===== config.mk =====
export PLATFORM = sky130hd
export DESIGN_NAME = acm_control
export DESIGN_NICKNAME = d
export VERILOG_FILES = /design/src/hdl/acm_control.v
export VERILOG_INCLUDE_DIRS = /design/src /design/src/hdl
export SDC_FILE = /design/constraint.sdc
export NUM_CORES = 1
export LEC_CHECK = 0
export BUFFER_PORTS_ARGS = -buffer_cell sky130_fd_sc_hd__buf_2
export CAP_MARGIN = 20
export CORE_MARGIN = 2
export CORE_UTILIZATION = 55
export DETAILED_ROUTE_END_ITERATION = 8
export GPL_ROUTABILITY_DRIVEN = 0
export PLACE_DENSITY = 0.73
export SETUP_SLACK_MARGIN = 0.2
export SKIP_LAST_GASP = 1
export SYNTH_ARGS = -nofsm -noshare
export SYNTH_HDL_FRONTEND = slang
export SYNTH_SLANG_ARGS = --single-unit

===== constraint.sdc =====
create_clock -name clk -period 5.7 [get_ports clk]
set_clock_uncertainty 0.1 [all_clocks]
set_input_delay 0.57 -clock clk [delete_from_list [all_inputs] [get_ports clk]]
set_output_delay 0.57 -clock clk [all_outputs]
set_load 0.01 [all_outputs]

===== src/hdl/acm_regs.vh =====
// Register offsets, field positions, reset values and timing counts
`ifndef ACM_REGS_VH
`define ACM_REGS_VH
// ----------------------------------------------------------------
// Register byte offsets
// ----------------------------------------------------------------
`define ACM_OFF_CMD 12'h000
`define ACM_OFF_CFG 12'h004
`define ACM_OFF_SEQ 12'h008
`define ACM_OFF_CHSET 12'h010
`define ACM_OFF_CHCLR 12'h014
`define ACM_OFF_CHSTATE 12'h018
`define ACM_OFF_LATEST 12'h020
`define ACM_OFF_IRQSET 12'h024
`define ACM_OFF_IRQCLR 12'h028
`define ACM_OFF_IRQMASK 12'h02c
`define ACM_OFF_EVENTS 12'h030
`define ACM_OFF_THCFG 12'h034
`define ACM_OFF_THWIN 12'h038
`define ACM_OFF_OVER 12'h03c
`define ACM_OFF_EXTCFG 12'h040
`define ACM_OFF_CMPWIN 12'h044
`define ACM_OFF_RES0 12'h050
`define ACM_OFF_RES7 12'h06c
`define ACM_OFF_TUNE 12'h094
`define ACM_OFF_WLCFG 12'h0e4
`define ACM_OFF_WLFLAGS 12'h0e8
// ----------------------------------------------------------------
// Field positions
// ----------------------------------------------------------------
`define ACM_CMD_SRST 0
`define ACM_CMD_START 1
`define ACM_CFG_HW_TRIGGER_ENABLE 0
`define ACM_CFG_TRIGGER_SOURCE_SELECT_LO 1
`define ACM_CFG_TRIGGER_SOURCE_SELECT_HI 3
`define ACM_CFG_RES 4
`define ACM_CFG_SLEEP 5
`define ACM_CFG_FREE 7
`define ACM_CFG_DIV_LO 8
`define ACM_CFG_DIV_HI 15
`define ACM_CFG_WARM_LO 16
`define ACM_CFG_WARM_HI 19
`define ACM_CFG_TRACK_LO 24
`define ACM_CFG_TRACK_HI 27
`define ACM_CFG_CUSTOM_ORDER_ENABLE 31
`define ACM_CFG_MASK 32'h8f0fffbf
`define ACM_CH_MASK 8'hcf
`define ACM_EXT_OSR_LO 16
`define ACM_EXT_OSR_HI 18
`define ACM_WL_EN 0
`define ACM_WLF_VIOL 0
`define ACM_WLF_SRC_LO 8
`define ACM_WLF_SRC_HI 15
// ----------------------------------------------------------------
// Reset values and timing
// ----------------------------------------------------------------
`define ACM_RST_ZERO 32'h00000000
`define ACM_CONV_CYCLES 10'd20
`endif


===== src/hdl/acm_control.v =====
// Converter controller: APB registers, mode control and sequencer
// Function
// RULE1: Command soft reset bit one returns the whole controller to power-on state; the trigger synchroniser stages are cleared by rst only.
// RULE2: Command start bit one launches a conversion of enabled channels.
// RULE3: Hardware trigger disabled means only software start launches conversions.
// RULE4: Hardware trigger enabled starts a sequence on each selected source event.
// RULE5: Source values one to six pick timer outputs zero to five.
// RULE6: Resolution bit clear gives 10-bit results, set gives 8-bit.
// RULE7: Sleep clear keeps core and reference powered between conversions.
// RULE8: Sleep set powers core off between conversions, up again each time.
// RULE9: Free-run set converts continuously without any trigger.
// RULE10: Software keeps free-run clear while averaging ratio is nonzero.
// RULE11: Converter clock is peripheral clock over twice divider plus one.
// RULE12: Warm-up code selects 0..112 or 512..960 converter clock periods.
// RULE13: Tracking lasts the tracking field plus one converter clock periods.
// RULE14: Custom order clear converts enabled channels in ascending index order.
// RULE15: Custom order set follows sequence slots, repeats allowed.
// RULE16: Mode register writes are dropped while write lock is enabled.
// RULE17: Unmapped offsets are reserved and have no function.
// RULE18: Locked write sets violation flag and source; reading status clears it.
// RULE19: Averaging ratio one uses four samples, two uses sixteen.
// RULE20: Mode fields sit at their fixed documented bit positions.
// RULE21: Write-only registers and reserved bits read zero; reserved writes ignored.
//
// The APB slave port is this design's own decision.
`timescale 1ns/1ps
`default_nettype none
`include "acm_regs.vh"
module acm_control #(
  parameter NCH = 8
) (
  input wire clk,
  input wire rst,
  input wire psel,
  input wire penable,
  input wire pwrite,
  input wire [11:0] paddr,
  input wire [31:0] pwdata,
  output wire pready,
  output reg [31:0] prdata,
  output wire pslverr,
  input wire [5:0] timerTrigIn,
  output reg convClk,
  output reg corePowerOn,
  output reg convStart,
  output reg [2:0] convChannel,
  output reg convLowRes,
  output reg trackActive,
  input wire convDone,
  input wire [9:0] convData
);
// ----------------------------------------------------------------
// Register state
// ----------------------------------------------------------------
reg [31:0] cfg_reg;
reg [31:0] seq_reg;
reg [7:0] chEn_reg;
reg [31:0] ext_reg;
reg [31:0] thCfg_reg;
reg [31:0] thWin_reg;
reg [31:0] cmpWin_reg;
reg [31:0] tune_reg;
reg [31:0] wlCfg_reg;
reg wlViol_reg;
reg [7:0] wlSrc_reg;
reg [15:0] latest_reg;
reg [15:0] result_reg [0:NCH-1];
reg [7:0] eoc_reg;
reg drdy_reg;
reg [7:0] imr_reg;
// Synchronised trigger pins
reg [5:0] trigS1_reg;
reg [5:0] trigS2_reg;
reg [5:0] trigS3_reg;
wire wrEn = psel && penable && pwrite;
wire rdEn = psel && penable && !pwrite;
wire softRst = wrEn && paddr == `ACM_OFF_CMD && pwdata[`ACM_CMD_SRST];
wire anyRst = rst || softRst; // RULE1
wire locked = wlCfg_reg[`ACM_WL_EN];
assign pready = 1'b1;
assign pslverr = 1'b0;
// Write-protected targets: everything configurable except lock itself and the interrupt mask set/clear
wire isProt = paddr == `ACM_OFF_CFG || paddr == `ACM_OFF_SEQ ||
  paddr == `ACM_OFF_CHSET || paddr == `ACM_OFF_CHCLR ||
  paddr == `ACM_OFF_THCFG || paddr == `ACM_OFF_THWIN ||
  paddr == `ACM_OFF_EXTCFG || paddr == `ACM_OFF_CMPWIN ||
  paddr == `ACM_OFF_TUNE;
wire wrOk = wrEn && !(locked && isProt); // RULE16
// Mode fields
wire hw_trigger_enable = cfg_reg[`ACM_CFG_HW_TRIGGER_ENABLE];
wire [2:0] trigger_source_select = cfg_reg[`ACM_CFG_TRIGGER_SOURCE_SELECT_HI:`ACM_CFG_TRIGGER_SOURCE_SELECT_LO];
wire resolution_select = cfg_reg[`ACM_CFG_RES];
wire sleepEn = cfg_reg[`ACM_CFG_SLEEP];
wire continuous_conversion = cfg_reg[`ACM_CFG_FREE];
wire [7:0] divVal = cfg_reg[`ACM_CFG_DIV_HI:`ACM_CFG_DIV_LO];
wire [3:0] warmSel = cfg_reg[`ACM_CFG_WARM_HI:`ACM_CFG_WARM_LO];
wire [3:0] trackVal = cfg_reg[`ACM_CFG_TRACK_HI:`ACM_CFG_TRACK_LO];
wire custom_order_enable = cfg_reg[`ACM_CFG_CUSTOM_ORDER_ENABLE];
wire [2:0] averaging_ratio = ext_reg[`ACM_EXT_OSR_HI:`ACM_EXT_OSR_LO];
// ----------------------------------------------------------------
// Register writes
// ----------------------------------------------------------------
always @(posedge clk) begin
  if (anyRst) begin
    cfg_reg <= `ACM_RST_ZERO;
    seq_reg <= `ACM_RST_ZERO;
    chEn_reg <= 8'h00;
    ext_reg <= `ACM_RST_ZERO;
    thCfg_reg <= `ACM_RST_ZERO;
    thWin_reg <= `ACM_RST_ZERO;
    cmpWin_reg <= `ACM_RST_ZERO;
    tune_reg <= `ACM_RST_ZERO;
    wlCfg_reg <= `ACM_RST_ZERO;
    imr_reg <= 8'h00;
  end else if (wrOk) begin
    case (paddr)
      `ACM_OFF_CFG: cfg_reg <= pwdata & `ACM_CFG_MASK; // RULE20 RULE21
      `ACM_OFF_SEQ: seq_reg <= pwdata;
      `ACM_OFF_CHSET: chEn_reg <= chEn_reg | (pwdata[7:0] & `ACM_CH_MASK);
      `ACM_OFF_CHCLR: chEn_reg <= chEn_reg & ~pwdata[7:0];
      `ACM_OFF_EXTCFG: ext_reg <= pwdata;
      `ACM_OFF_THCFG: thCfg_reg <= pwdata;
      `ACM_OFF_THWIN: thWin_reg <= pwdata;
      `ACM_OFF_CMPWIN: cmpWin_reg <= pwdata;
      `ACM_OFF_TUNE: tune_reg <= pwdata;
      `ACM_OFF_WLCFG: wlCfg_reg <= pwdata;
      `ACM_OFF_IRQSET: imr_reg <= imr_reg | pwdata[7:0];
      `ACM_OFF_IRQCLR: imr_reg <= imr_reg & ~pwdata[7:0];
      default: ; // RULE17
    endcase
  end
end
// Violation flag: a new violation wins over the clearing read
always @(posedge clk) begin
  if (anyRst) begin
    wlViol_reg <= 1'b0;
    wlSrc_reg <= 8'h00;
  end else if (wrEn && locked && isProt) begin
    wlViol_reg <= 1'b1; // RULE18
    wlSrc_reg <= paddr[9:2];
  end else if (rdEn && paddr == `ACM_OFF_WLFLAGS) begin
    wlViol_reg <= 1'b0; // RULE18
  end
end
// ----------------------------------------------------------------
// Converter clock divider
// ----------------------------------------------------------------
reg [7:0] divCnt_reg;
reg tick;
always @(posedge clk) begin
  if (anyRst) begin
    divCnt_reg <= 8'h00;
    convClk <= 1'b0;
    tick <= 1'b0;
  end else if (divCnt_reg >= divVal) begin
    // Half period of divVal+1 clocks gives f/((div+1)*2)
    divCnt_reg <= 8'h00;
    convClk <= ~convClk; // RULE11
    tick <= ~convClk;
  end else begin
    divCnt_reg <= divCnt_reg + 8'h01;
    tick <= 1'b0;
  end
end
// ----------------------------------------------------------------
// Trigger selection
// ----------------------------------------------------------------
always @(posedge clk) begin
  if (rst) begin
    trigS1_reg <= 6'h00;
    trigS2_reg <= 6'h00;
    trigS3_reg <= 6'h00;
  end else begin
    trigS1_reg <= timerTrigIn;
    trigS2_reg <= trigS1_reg;
    trigS3_reg <= trigS2_reg;
  end
end
wire [5:0] trigRise = trigS2_reg & ~trigS3_reg;
reg hwEvent;
always @* begin
  hwEvent = 1'b0;
  if (trigger_source_select >= 3'd1 && trigger_source_select <= 3'd6)
    hwEvent = trigRise[trigger_source_select - 3'd1]; // RULE5
end
wire swStart = wrEn && paddr == `ACM_OFF_CMD && pwdata[`ACM_CMD_START];
wire trigger = swStart || (hw_trigger_enable && hwEvent); // RULE2 RULE3 RULE4
// ----------------------------------------------------------------
// Warm-up table in converter clock periods
// ----------------------------------------------------------------
reg [9:0] warmPer;
always @* begin
  case (warmSel) // RULE12
    4'd0: warmPer = 10'd0;
    4'd1: warmPer = 10'd8;
    4'd2: warmPer = 10'd16;
    4'd3: warmPer = 10'd24;
    4'd4: warmPer = 10'd64;
    4'd5: warmPer = 10'd80;
    4'd6: warmPer = 10'd96;
    4'd7: warmPer = 10'd112;
    default: warmPer = 10'd512 + {warmSel[2:0], 6'd0};
  endcase
end
// ----------------------------------------------------------------
// Sequencer
// ----------------------------------------------------------------
localparam S_IDLE = 3'd0;
localparam S_WARM = 3'd1;
localparam S_TRACK = 3'd2;
localparam S_CONV = 3'd3;
localparam S_NEXT = 3'd4;
reg [2:0] state_reg;
reg [9:0] cnt_reg;
reg [3:0] slot_reg;
reg pending_reg;
reg [4:0] avgCnt_reg;
reg [13:0] acc_reg;
reg found;
reg [3:0] foundSlot;
integer i;
// Next enabled slot at or after slot_reg; channel index or custom slot
always @* begin
  found = 1'b0;
  foundSlot = 4'd0;
  for (i = NCH - 1; i >= 0; i = i - 1) begin
    if (i >= slot_reg && chEn_reg[i]) begin
      found = 1'b1; // RULE14
      foundSlot = i[3:0];
    end
  end
end
wire [2:0] slotChan = custom_order_enable ? seq_reg[foundSlot*4 +: 3] : foundSlot[2:0];
// Averaging sample counts
wire [4:0] avgN = (averaging_ratio == 3'd1) ? 5'd4 : (averaging_ratio == 3'd2) ? 5'd16 : 5'd1;
wire [1:0] avgSh = (averaging_ratio == 3'd1) ? 2'd1 : (averaging_ratio == 3'd2) ? 2'd2 : 2'd0;
wire [13:0] accSum = acc_reg + {4'd0, convData};
wire [9:0] sample = resolution_select ? {2'b00, convData[9:2]} : convData; // RULE6
// Averaged word keeps the extra resolution bits that the shift leaves
wire [13:0] avgShift = accSum >> avgSh;
wire [15:0] resultWord = (averaging_ratio == 3'd0) ? {6'd0, sample} : {2'd0, avgShift};
always @(posedge clk) begin
  if (anyRst) begin
    state_reg <= S_IDLE;
    cnt_reg <= 10'd0;
    slot_reg <= 4'd0;
    pending_reg <= 1'b0;
    corePowerOn <= 1'b0;
    convStart <= 1'b0;
    convChannel <= 3'd0;
    convLowRes <= 1'b0;
    trackActive <= 1'b0;
    avgCnt_reg <= 5'd0;
    acc_reg <= 14'd0;
    latest_reg <= 16'h0000;
    eoc_reg <= 8'h00;
    drdy_reg <= 1'b0;
  end else begin
    convStart <= 1'b0;
    convLowRes <= resolution_select;
    if (trigger && state_reg != S_IDLE)
      pending_reg <= 1'b1;
    // Read clears the ready flag first so a result in the same cycle wins
    if (rdEn && paddr == `ACM_OFF_LATEST)
      drdy_reg <= 1'b0;
    case (state_reg)
      S_IDLE: begin
        corePowerOn <= !sleepEn; // RULE7 RULE8
        slot_reg <= 4'd0;
        if ((trigger || pending_reg || continuous_conversion) && |chEn_reg) begin // RULE9
          pending_reg <= 1'b0;
          corePowerOn <= 1'b1;
          cnt_reg <= sleepEn ? warmPer : 10'd0; // RULE8
          state_reg <= S_WARM;
        end
      end
      // Warm-up and tracking step on converter ticks only, so each spans whole periods
      S_WARM: begin
        if (tick && cnt_reg <= 10'd1) begin
          if (found) begin
            convChannel <= slotChan; // RULE15
            cnt_reg <= {6'd0, trackVal} + 10'd1; // RULE13
            trackActive <= 1'b1;
            state_reg <= S_TRACK;
          end else begin
            state_reg <= S_IDLE;
          end
        end else if (tick) begin
          cnt_reg <= cnt_reg - 10'd1;
        end
      end
      S_TRACK: begin
        if (tick && cnt_reg <= 10'd1) begin
          trackActive <= 1'b0;
          convStart <= 1'b1;
          cnt_reg <= `ACM_CONV_CYCLES;
          state_reg <= S_CONV;
        end else if (tick) begin
          cnt_reg <= cnt_reg - 10'd1;
        end
      end
      S_CONV: begin
        if (convDone) begin
          if (avgCnt_reg + 5'd1 >= avgN) begin // RULE19
            latest_reg <= resultWord;
            result_reg[convChannel] <= resultWord;
            eoc_reg[convChannel] <= 1'b1;
            drdy_reg <= 1'b1;
            avgCnt_reg <= 5'd0;
            acc_reg <= 14'd0;
          end else begin
            avgCnt_reg <= avgCnt_reg + 5'd1;
            acc_reg <= accSum;
          end
          state_reg <= S_NEXT;
        end
      end
      S_NEXT: begin
        slot_reg <= foundSlot + 4'd1;
        cnt_reg <= 10'd0;
        state_reg <= ({28'd0, foundSlot} == NCH - 1) ? S_IDLE : S_WARM;
      end
      default: state_reg <= S_IDLE;
    endcase
  end
end
// ----------------------------------------------------------------
// Read mux
// ----------------------------------------------------------------
always @(posedge clk) begin
  if (anyRst) begin
    prdata <= 32'h00000000;
  end else if (psel && !penable && !pwrite) begin
    case (paddr)
      `ACM_OFF_CFG: prdata <= cfg_reg;
      `ACM_OFF_SEQ: prdata <= seq_reg;
      `ACM_OFF_CHSTATE: prdata <= {24'd0, chEn_reg};
      `ACM_OFF_LATEST: prdata <= {16'd0, latest_reg};
      `ACM_OFF_IRQMASK: prdata <= {24'd0, imr_reg};
      `ACM_OFF_EVENTS: prdata <= {7'd0, drdy_reg, 16'd0, eoc_reg};
      `ACM_OFF_THCFG: prdata <= thCfg_reg;
      `ACM_OFF_THWIN: prdata <= thWin_reg;
      `ACM_OFF_EXTCFG: prdata <= ext_reg;
      `ACM_OFF_CMPWIN: prdata <= cmpWin_reg;
      `ACM_OFF_TUNE: prdata <= tune_reg;
      `ACM_OFF_WLCFG: prdata <= wlCfg_reg;
      `ACM_OFF_WLFLAGS: prdata <= {16'd0, wlSrc_reg, 7'd0, wlViol_reg};
      default: begin
        if (paddr >= `ACM_OFF_RES0 && paddr <= `ACM_OFF_RES7 &&
            paddr[1:0] == 2'b00)
          prdata <= {16'd0, result_reg[paddr[4:2] - 3'd4]};
        else
          prdata <= 32'h00000000; // RULE21 RULE17
      end
    endcase
  end
end
endmodule
`default_nettype wire


==> results of run 1 <==
==> power by group through the flow <==
stage                     registers (W)  clock network (W)  logic (W)
after floorplan                 0.00381                  0   0.000240
after global placement          0.00381                  0   0.000379
after detailed placement        0.00381                  0   0.000385
after CTS                       0.00373            0.00338   0.000387
after global routing            0.00373            0.00352   0.000422
final                           0.00373            0.00336   0.000399
==> worst max-delay path, delay by kind of cell, from the launching register on <==
| family | cells | cell delay (ps) |
|---|---|---|
| AO/OA/AOI/OAI | 2 | 410 |
| flip-flops | 1 | 350 |
| buffers and inverters | 3 | 820 |
| adder cells (fa/ha/maj) | 1 | 370 |
| AND/OR/NAND/NOR | 6 | 1950 |
==> per-stage QoR <==
stage | worst slack (ps) | hold WS [ps]
floorplan | 1530 | 314
global placement | 1400 | 317
detailed placement | 1270 | 323
CTS | 1270 | 65.3
global route | 1190 | 95.7
finish | 1460 | 88.1
==> logic make-up after synthesis <==
group                      Yosys count  synth area share
other                                2          0.000332
muxes                               85            0.0533
adders and majority gates           32            0.0180
DFF                                512             0.503
xor gates and xnor gates            25           0.00968
AOI/OAI and AO/OA                  748             0.212
buffers and inverters              211            0.0416
and+or+nand+nor                    735             0.162
==> placed cells by master, fill, tap and decap left out, types with 13 or more instances in the layout <==
cell type  count
nand2b_1      17
a22oi_1       69
a22o_1        17
a21oi_1       94
nor2_1       147
ha_1          31
inv_1         31
mux4_2        28
nand3_1      293
a221oi_1      26
nand2_1      118
mux2i_1       54
edfxtp_1     112
nor2b_1       38
a311oi_1      15
clkinv_2      13
buf_4         45
a21o_1        13
and2_1        13
buf_2        104
o21ai_0      317
clkbuf_16     53
dfxtp_1      400
o21ai_1       22
a31oi_1       22
a222oi_1      20
and3_1        13
xnor2_1       14
nor3_1        25
o22ai_1       13
==> routing by layer <==
metal / GRT usage / share of wire / routed length (um) / vias up
li1: - / - / - / 8915
met1: 0.464 / 0.39 / 28600 / 9502
met2: 0.489 / 0.43 / 31000 / 1306
met3: 0.0786 / 0.13 / 9340 / 259
met4: 0.174 / 0.052 / 3780 / 0
met5: 0 / 0 / 0 / -
==> layout make-up <==
cell class / count / share of cell area
multi-input cells: 1627 / 0.414
flip-flops and latches: 512 / 0.452
well taps: 532 / 0.0264
diodes: 3 / 0.000298
inverters: 33 / 0.00492
clock inverters: 21 / 0.00745
clock buffers: 75 / 0.0589
repair buffers: 153 / 0.0366
==> how the worst max path moves through the flow <==
| stage | start | to | slack (ps) | cells past startpoint |
|---|---|---|---|---|
| final | ext_reg[18] | result_reg[2][7] | 1460 | 12 |
| after global placement | ext_reg[18] | result_reg[2][12] | 1400 | 11 |
| after floorplan | ext_reg[18] | result_reg[0][0] | 1530 | 12 |
| after CTS | ext_reg[18] | result_reg[2][7] | 1270 | 11 |
| after detailed placement | ext_reg[18] | result_reg[2][3] | 1270 | 11 |
| after global routing | ext_reg[18] | result_reg[2][7] | 1190 | 12 |
==> flow_summary.toml, run 1 <==
[run_status]
run_status = "finished clean"

[cts]
tritoncts_clock_tree = "built"
cts-hold-fix-buffers = 0
clkLatencyLatePin_ps = 590
clockRootBuffer = "clkbuf_16"
post_cts.repair.setup_buffers = 0
path_clk_slew_ps = 60
cts-buffers-inserted = 53
total_of_cells_resized_after_clock_tree_synthesis = 0
cts_max_path_bufs = 3
clk_sink_count = 512
htreeDepth = 2

[logic_synthesis]
synthDominantAreaCellType = "dfxtp_1"
fraction_of_the_yosys_area_taken_by_sequential_cells = 0.503
synth.top_cell.area_share = 0.354
avgSynthCellArea_sq_um = 9.62
synthDistinctLibCells = 90
syn_inst = 2350
mappedNetlistArea_sq_um = 22600
yosysMostFrequentCell = "dfxtp_1"
postSynthRegisterBits = 512
synth_warnings = 0
post_synth_most_frequent_cells = "dfxtp_1 (400), o21ai_0 (317), nand3_1 (293)"
ys_dominant_reg_cell = "dfxtp_1"
synth_nets = 2448
synth-async-reset-ratio = 0
post_synth_main_area_contributors = "dfxtp_1 (35%), edfxtp_1 (15%), o21ai_0 (7.0%)"
synth_edf_count = 112

[global_routing]
grt_first_pass_wirelength_um = 109000
number_of_global_route_vias_before_repair = 18276
groute.usage.overall = 0.335
grt_antenna_before_repair = 2
maximum_number_of_pins_on_one_net_before_global_route_repair = 184
globalRouteOverflowTotal = 0

[sta]
timing.final.setup_violations = 0
final_hold_viol_count = 0
finalCriticalPeriod_ps = 4240
worst_max_slew_pin_slew_ps = 1240
grt_setup_unrepaired = "false"
tns_ps = 0
timing.final.max_slew_violations = 0
clock.fmax_mhz = 236
final_min_period_over_clock_period = 0.744
timing.max_slew.rel_slack = 0.171

[detailed_routing]
initialDrtViolationCount = 2993
detail_route.wirelength_um = 72600
dr_total_vias = 19982
vias_per_cell = 6.76
drt_first_pass_iters = 7
route.antenna.remaining_nets = 0
wl_per_cell_um = 24.6
residual_drc = 0

[worst_setup_path]
worstPathArrival_ps = 4490
r2r_end = "result_reg[2][7]"
slowest_stage = "nor2_1"
critPathMostFrequentCell = "nor2_1"
crit_required_ps = 5950
worst-r2r-cell-count = 12
start_kind = "flip-flop"
critical_path.max_stage_delay_ps = 770
critical_path.cell_chain = "nor2_1 -> and2_1 -> clkinv_1 -> ha_1 -> a21boi_0 -> o31a_1 -> nor2_1 -> nor2_1 -> buf_4 -> nand2_1 -> nor3_2 -> buf_6"
setup.worst_path.end_class = "flip-flop"
critPathKind = "reg2reg"
setup_slack_on_the_worst_flop_to_flop_path_ps = 1460
crit_path_max_fanout = 18
worst_reg2reg_startpoint = "ext_reg[18]"

[floorplanning]
placementRows = 74
die_area_sq_um = 42700
dieWidth_um = 207
io_pins = 108
chipHeight_um = 207
initial_utilization = 0.555
core_area_sq_um = 40700

[run]
number_of_max_capacitance_violations_reported = 0

[placed_design]
detailed_place.area_sq_um = 23500
port_buffers = 105
dpl.hpwl_um = 48900
placedCellCount = 2855

[finish]
share_of_final_layout_standard_cells_stronger_than_drive_strength_1 = 0.132
core_occupancy_in_the_finished_layout = 0.618
multi_input_comb_area_sq_um = 10400
register_area_sq_um = 11400
final_cell_area_sq_um = 25200
fillCellCount = 3400
post_layout_nonfiller_instances = 2956
area_delta_synth_final_pct = 11.3
finish.net_count = 2478
flip_flop_count_of_the_largest_register_all_copies_and_words_added = 112

[power_and_ir_drop]
report.power.total_w = 0.00749
power.share.combinational = 0.053
internal_dissipation_w = 0.00577
power_switching_share = 0.230
clkPwrFrac = 0.448
max_ir_drop_vdd_mv = 0.219
power_frac_seq = 0.498
net-switching-power_w = 0.00172
leakagePower_nw = 8.71
power_per_cell_area_nw_per_um2 = 298

[min_path]
worst_hold_startpoint = "timerTrigIn[1]"
timing.hold.worst.class = "in2reg"
hold_depth = 2
capture_endpoint_of_the_worst_hold_path = "trigS1_reg[1]"
Power figures use the tool's default switching activity.
==> run 2, diff against run 1 <==
PLACE_DENSITY = 0.75   (was 0.73)
clock period = 3.5 ns   (was 5.7 ns; I/O delays follow)
==> run 2 against run 1 <==
Core utilization is 2.3 points higher. Combinational power is 78% higher. Power is 67% higher. Sequential power is 63% higher. Final cell count is 2.8% higher. Wire length is 3.5% higher. First-iteration DRC count is 2.3% higher. Clock-buffer cell count is 10 lower. Clock power is 71% higher. Critical endpoint is now result_reg[3][10]. Highest routed layer is now met5.
==> flow_summary.toml, run 2 (synthesis results as in run 1) <==
[run_status]
run_status = "finished clean"

[sta]
final_min_period_over_clock_period = 0.914
final_hold_viol_count = 0
tns_ps = 0
worst_slack_ps = 302
timing.max_slew.rel_slack = 0.271
worst_max_slew_pin_slew_ps = 1070
grt_setup_unrepaired = "true"
finalCriticalPeriod_ps = 3200
finalHoldWorstSlack_ps = 49.0
clock.fmax_mhz = 313
timing.final.setup_violations = 0
timing.final.max_slew_violations = 0

[placed_design]
dpl.hpwl_um = 52200
post-place-ws_ps = 137
port_buffers = 105
placedCellCount = 2930

[worst_setup_path]
crit_family = "compound AO/OA/AOI/OAI gates"
critical_path.max_stage_delay_ps = 430
crit_path_max_fanout = 8
critPathKind = "reg2reg"
setup.worst_path.end_class = "flip-flop"
crit_required_ps = 3690
cp_num_buf_inv = 2
start_kind = "flip-flop"
worstPathArrival_ps = 3390
slowest_stage = "fa_1"
critical_path.cell_chain = "ha_1 -> inv_1 -> fa_1 -> nor2b_1 -> o21ai_1 -> a211oi_1 -> nor2_2 -> mux2i_1 -> a2111oi_1 -> buf_4 -> nand2b_1"

[floorplanning]
initial_utilization = 0.555
core_area_sq_um = 40700
chipHeight_um = 207
dieWidth_um = 207
die_area_sq_um = 42700
placementRows = 74
io_pins = 108

[finish]
finish.net_count = 2563
post_layout_nonfiller_instances = 3039
area_delta_synth_final_pct = 15.5
fillCellCount = 3286
share_of_final_layout_standard_cells_stronger_than_drive_strength_1 = 0.158
mostFrequentLayoutCell = "dfxtp_1"
final_cell_mix = "dfxtp_1 (400), o21ai_0 (316), nand3_1 (293)"
flip_flop_count_of_the_largest_register_all_copies_and_words_added = 112
core_occupancy_in_the_finished_layout = 0.641

[power_and_ir_drop]
power_per_cell_area_nw_per_um2 = 480
max_ir_drop_vdd_mv = 0.379
leakagePower_nw = 9.26

[detailed_routing]
route.antenna.remaining_nets = 0
dr_total_vias = 20389
residual_drc = 0
drt_first_pass_iters = 7
initialDrtViolationCount = 3062
detail_route.wirelength_um = 75100
vias_per_cell = 6.71
wl_per_cell_um = 24.7

[cts]
path_clk_slew_ps = 70
clockRootBuffer = "clkbuf_16"
clkLatencyLatePin_ps = 600
cts_max_path_bufs = 3
cts-buffers-inserted = 51
clk_sink_count = 512
htreeDepth = 2
tritoncts_clock_tree = "built"

[min_path]
timing.hold.worst.class = "in2reg"

[global_routing]
globalRouteOverflowTotal = 0
grt_antenna_before_repair = 3
groute.usage.overall = 0.349
number_of_global_route_vias_before_repair = 19140
grt_first_pass_wirelength_um = 113000
maximum_number_of_pins_on_one_net_before_global_route_repair = 82

[run]
number_of_max_capacitance_violations_reported = 0
run 2: changes by cell type in the layout (fill, tap and decap cells not counted), sizes merged:
cell	change
buf	+74
bufinv	+4
clkbuf	-10
clkinv	+1
clkinvlp	+3
diode	-1
dlygate4sd3	+13
inv	-1
run 2: layer usage:
layer  vias to the layer above  part of all wire  global-route usage  routed length [um]
met5                         -           0.00028                   0                  21
li1                       9078                 -                   -                   -
met2                      1345              0.43               0.528               32500
met3                       282              0.14               0.104               10300
met4                         4             0.052               0.167                3920
met1                      9680              0.38               0.460               28400
run 2: worst min-delay path, delay by kind of cell:
family	cells	cell delay [ps]
buffers and inverters	1	80
AO/OA/AOI/OAI	1	160
AND/OR/NAND/NOR	1	130
run 2: power by group:
part / internal (W) / leakage (nW) / total, W / switching (W)
Sequential: 0.00605 / 4.28 / 0.00608 / 0.0000260
Clock: 0.00340 / 0.860 / 0.00575 / 0.00235
Combinational: 0.000225 / 4.13 / 0.000712 / 0.000487
run 2: cell type report:
| type | count | area [sq um] | area share |
|---|---|---|---|
| sequential | 512 | 11400 | 0.435 |
| multi-input combinational | 1627 | 10400 | 0.400 |
| timing repair buffer | 240 | 1760 | 0.0675 |
| clock buffer | 65 | 1430 | 0.0548 |
| tap | 532 | 666 | 0.0255 |
| clock inverter | 28 | 322 | 0.0123 |
| inverter | 33 | 124 | 0.00474 |
| antenna | 2 | 5.00 | 0.000192 |
run 2: per-stage QoR:
| stage | instance area [sq um] | total power (W) |
|---|---|---|
| after global placement | 24200 | 0.00687 |
| after global routing | 26100 | 0.0128 |
| after floorplan | 22700 | 0.00660 |
| after CTS | 26100 | 0.0125 |
| after detailed placement | 24200 | 0.00688 |
| final | 26100 | 0.0125 |
run 2: worst paths after layout:
check | startpoint | end | slack (ps) | depth (start not counted)
hold / removal | pwdata[20] | tune_reg[20] | 50 | 3
setup / recovery | acc_reg[0] | result_reg[3][10] | 300 | 11
hold reg to reg | trigS1_reg[5] | trigS2_reg[5] | 340 | 1
setup reg to reg | acc_reg[0] | result_reg[3][10] | 300 | 11
run 2: timing repair:
action                                 in CTS  in global routing
resized for setup                           0                  4
setup endpoints to repair                   0                 41
hold buffers                               13                  0
setup buffers                               0                  0
endpoints found under the hold margin      15                  0
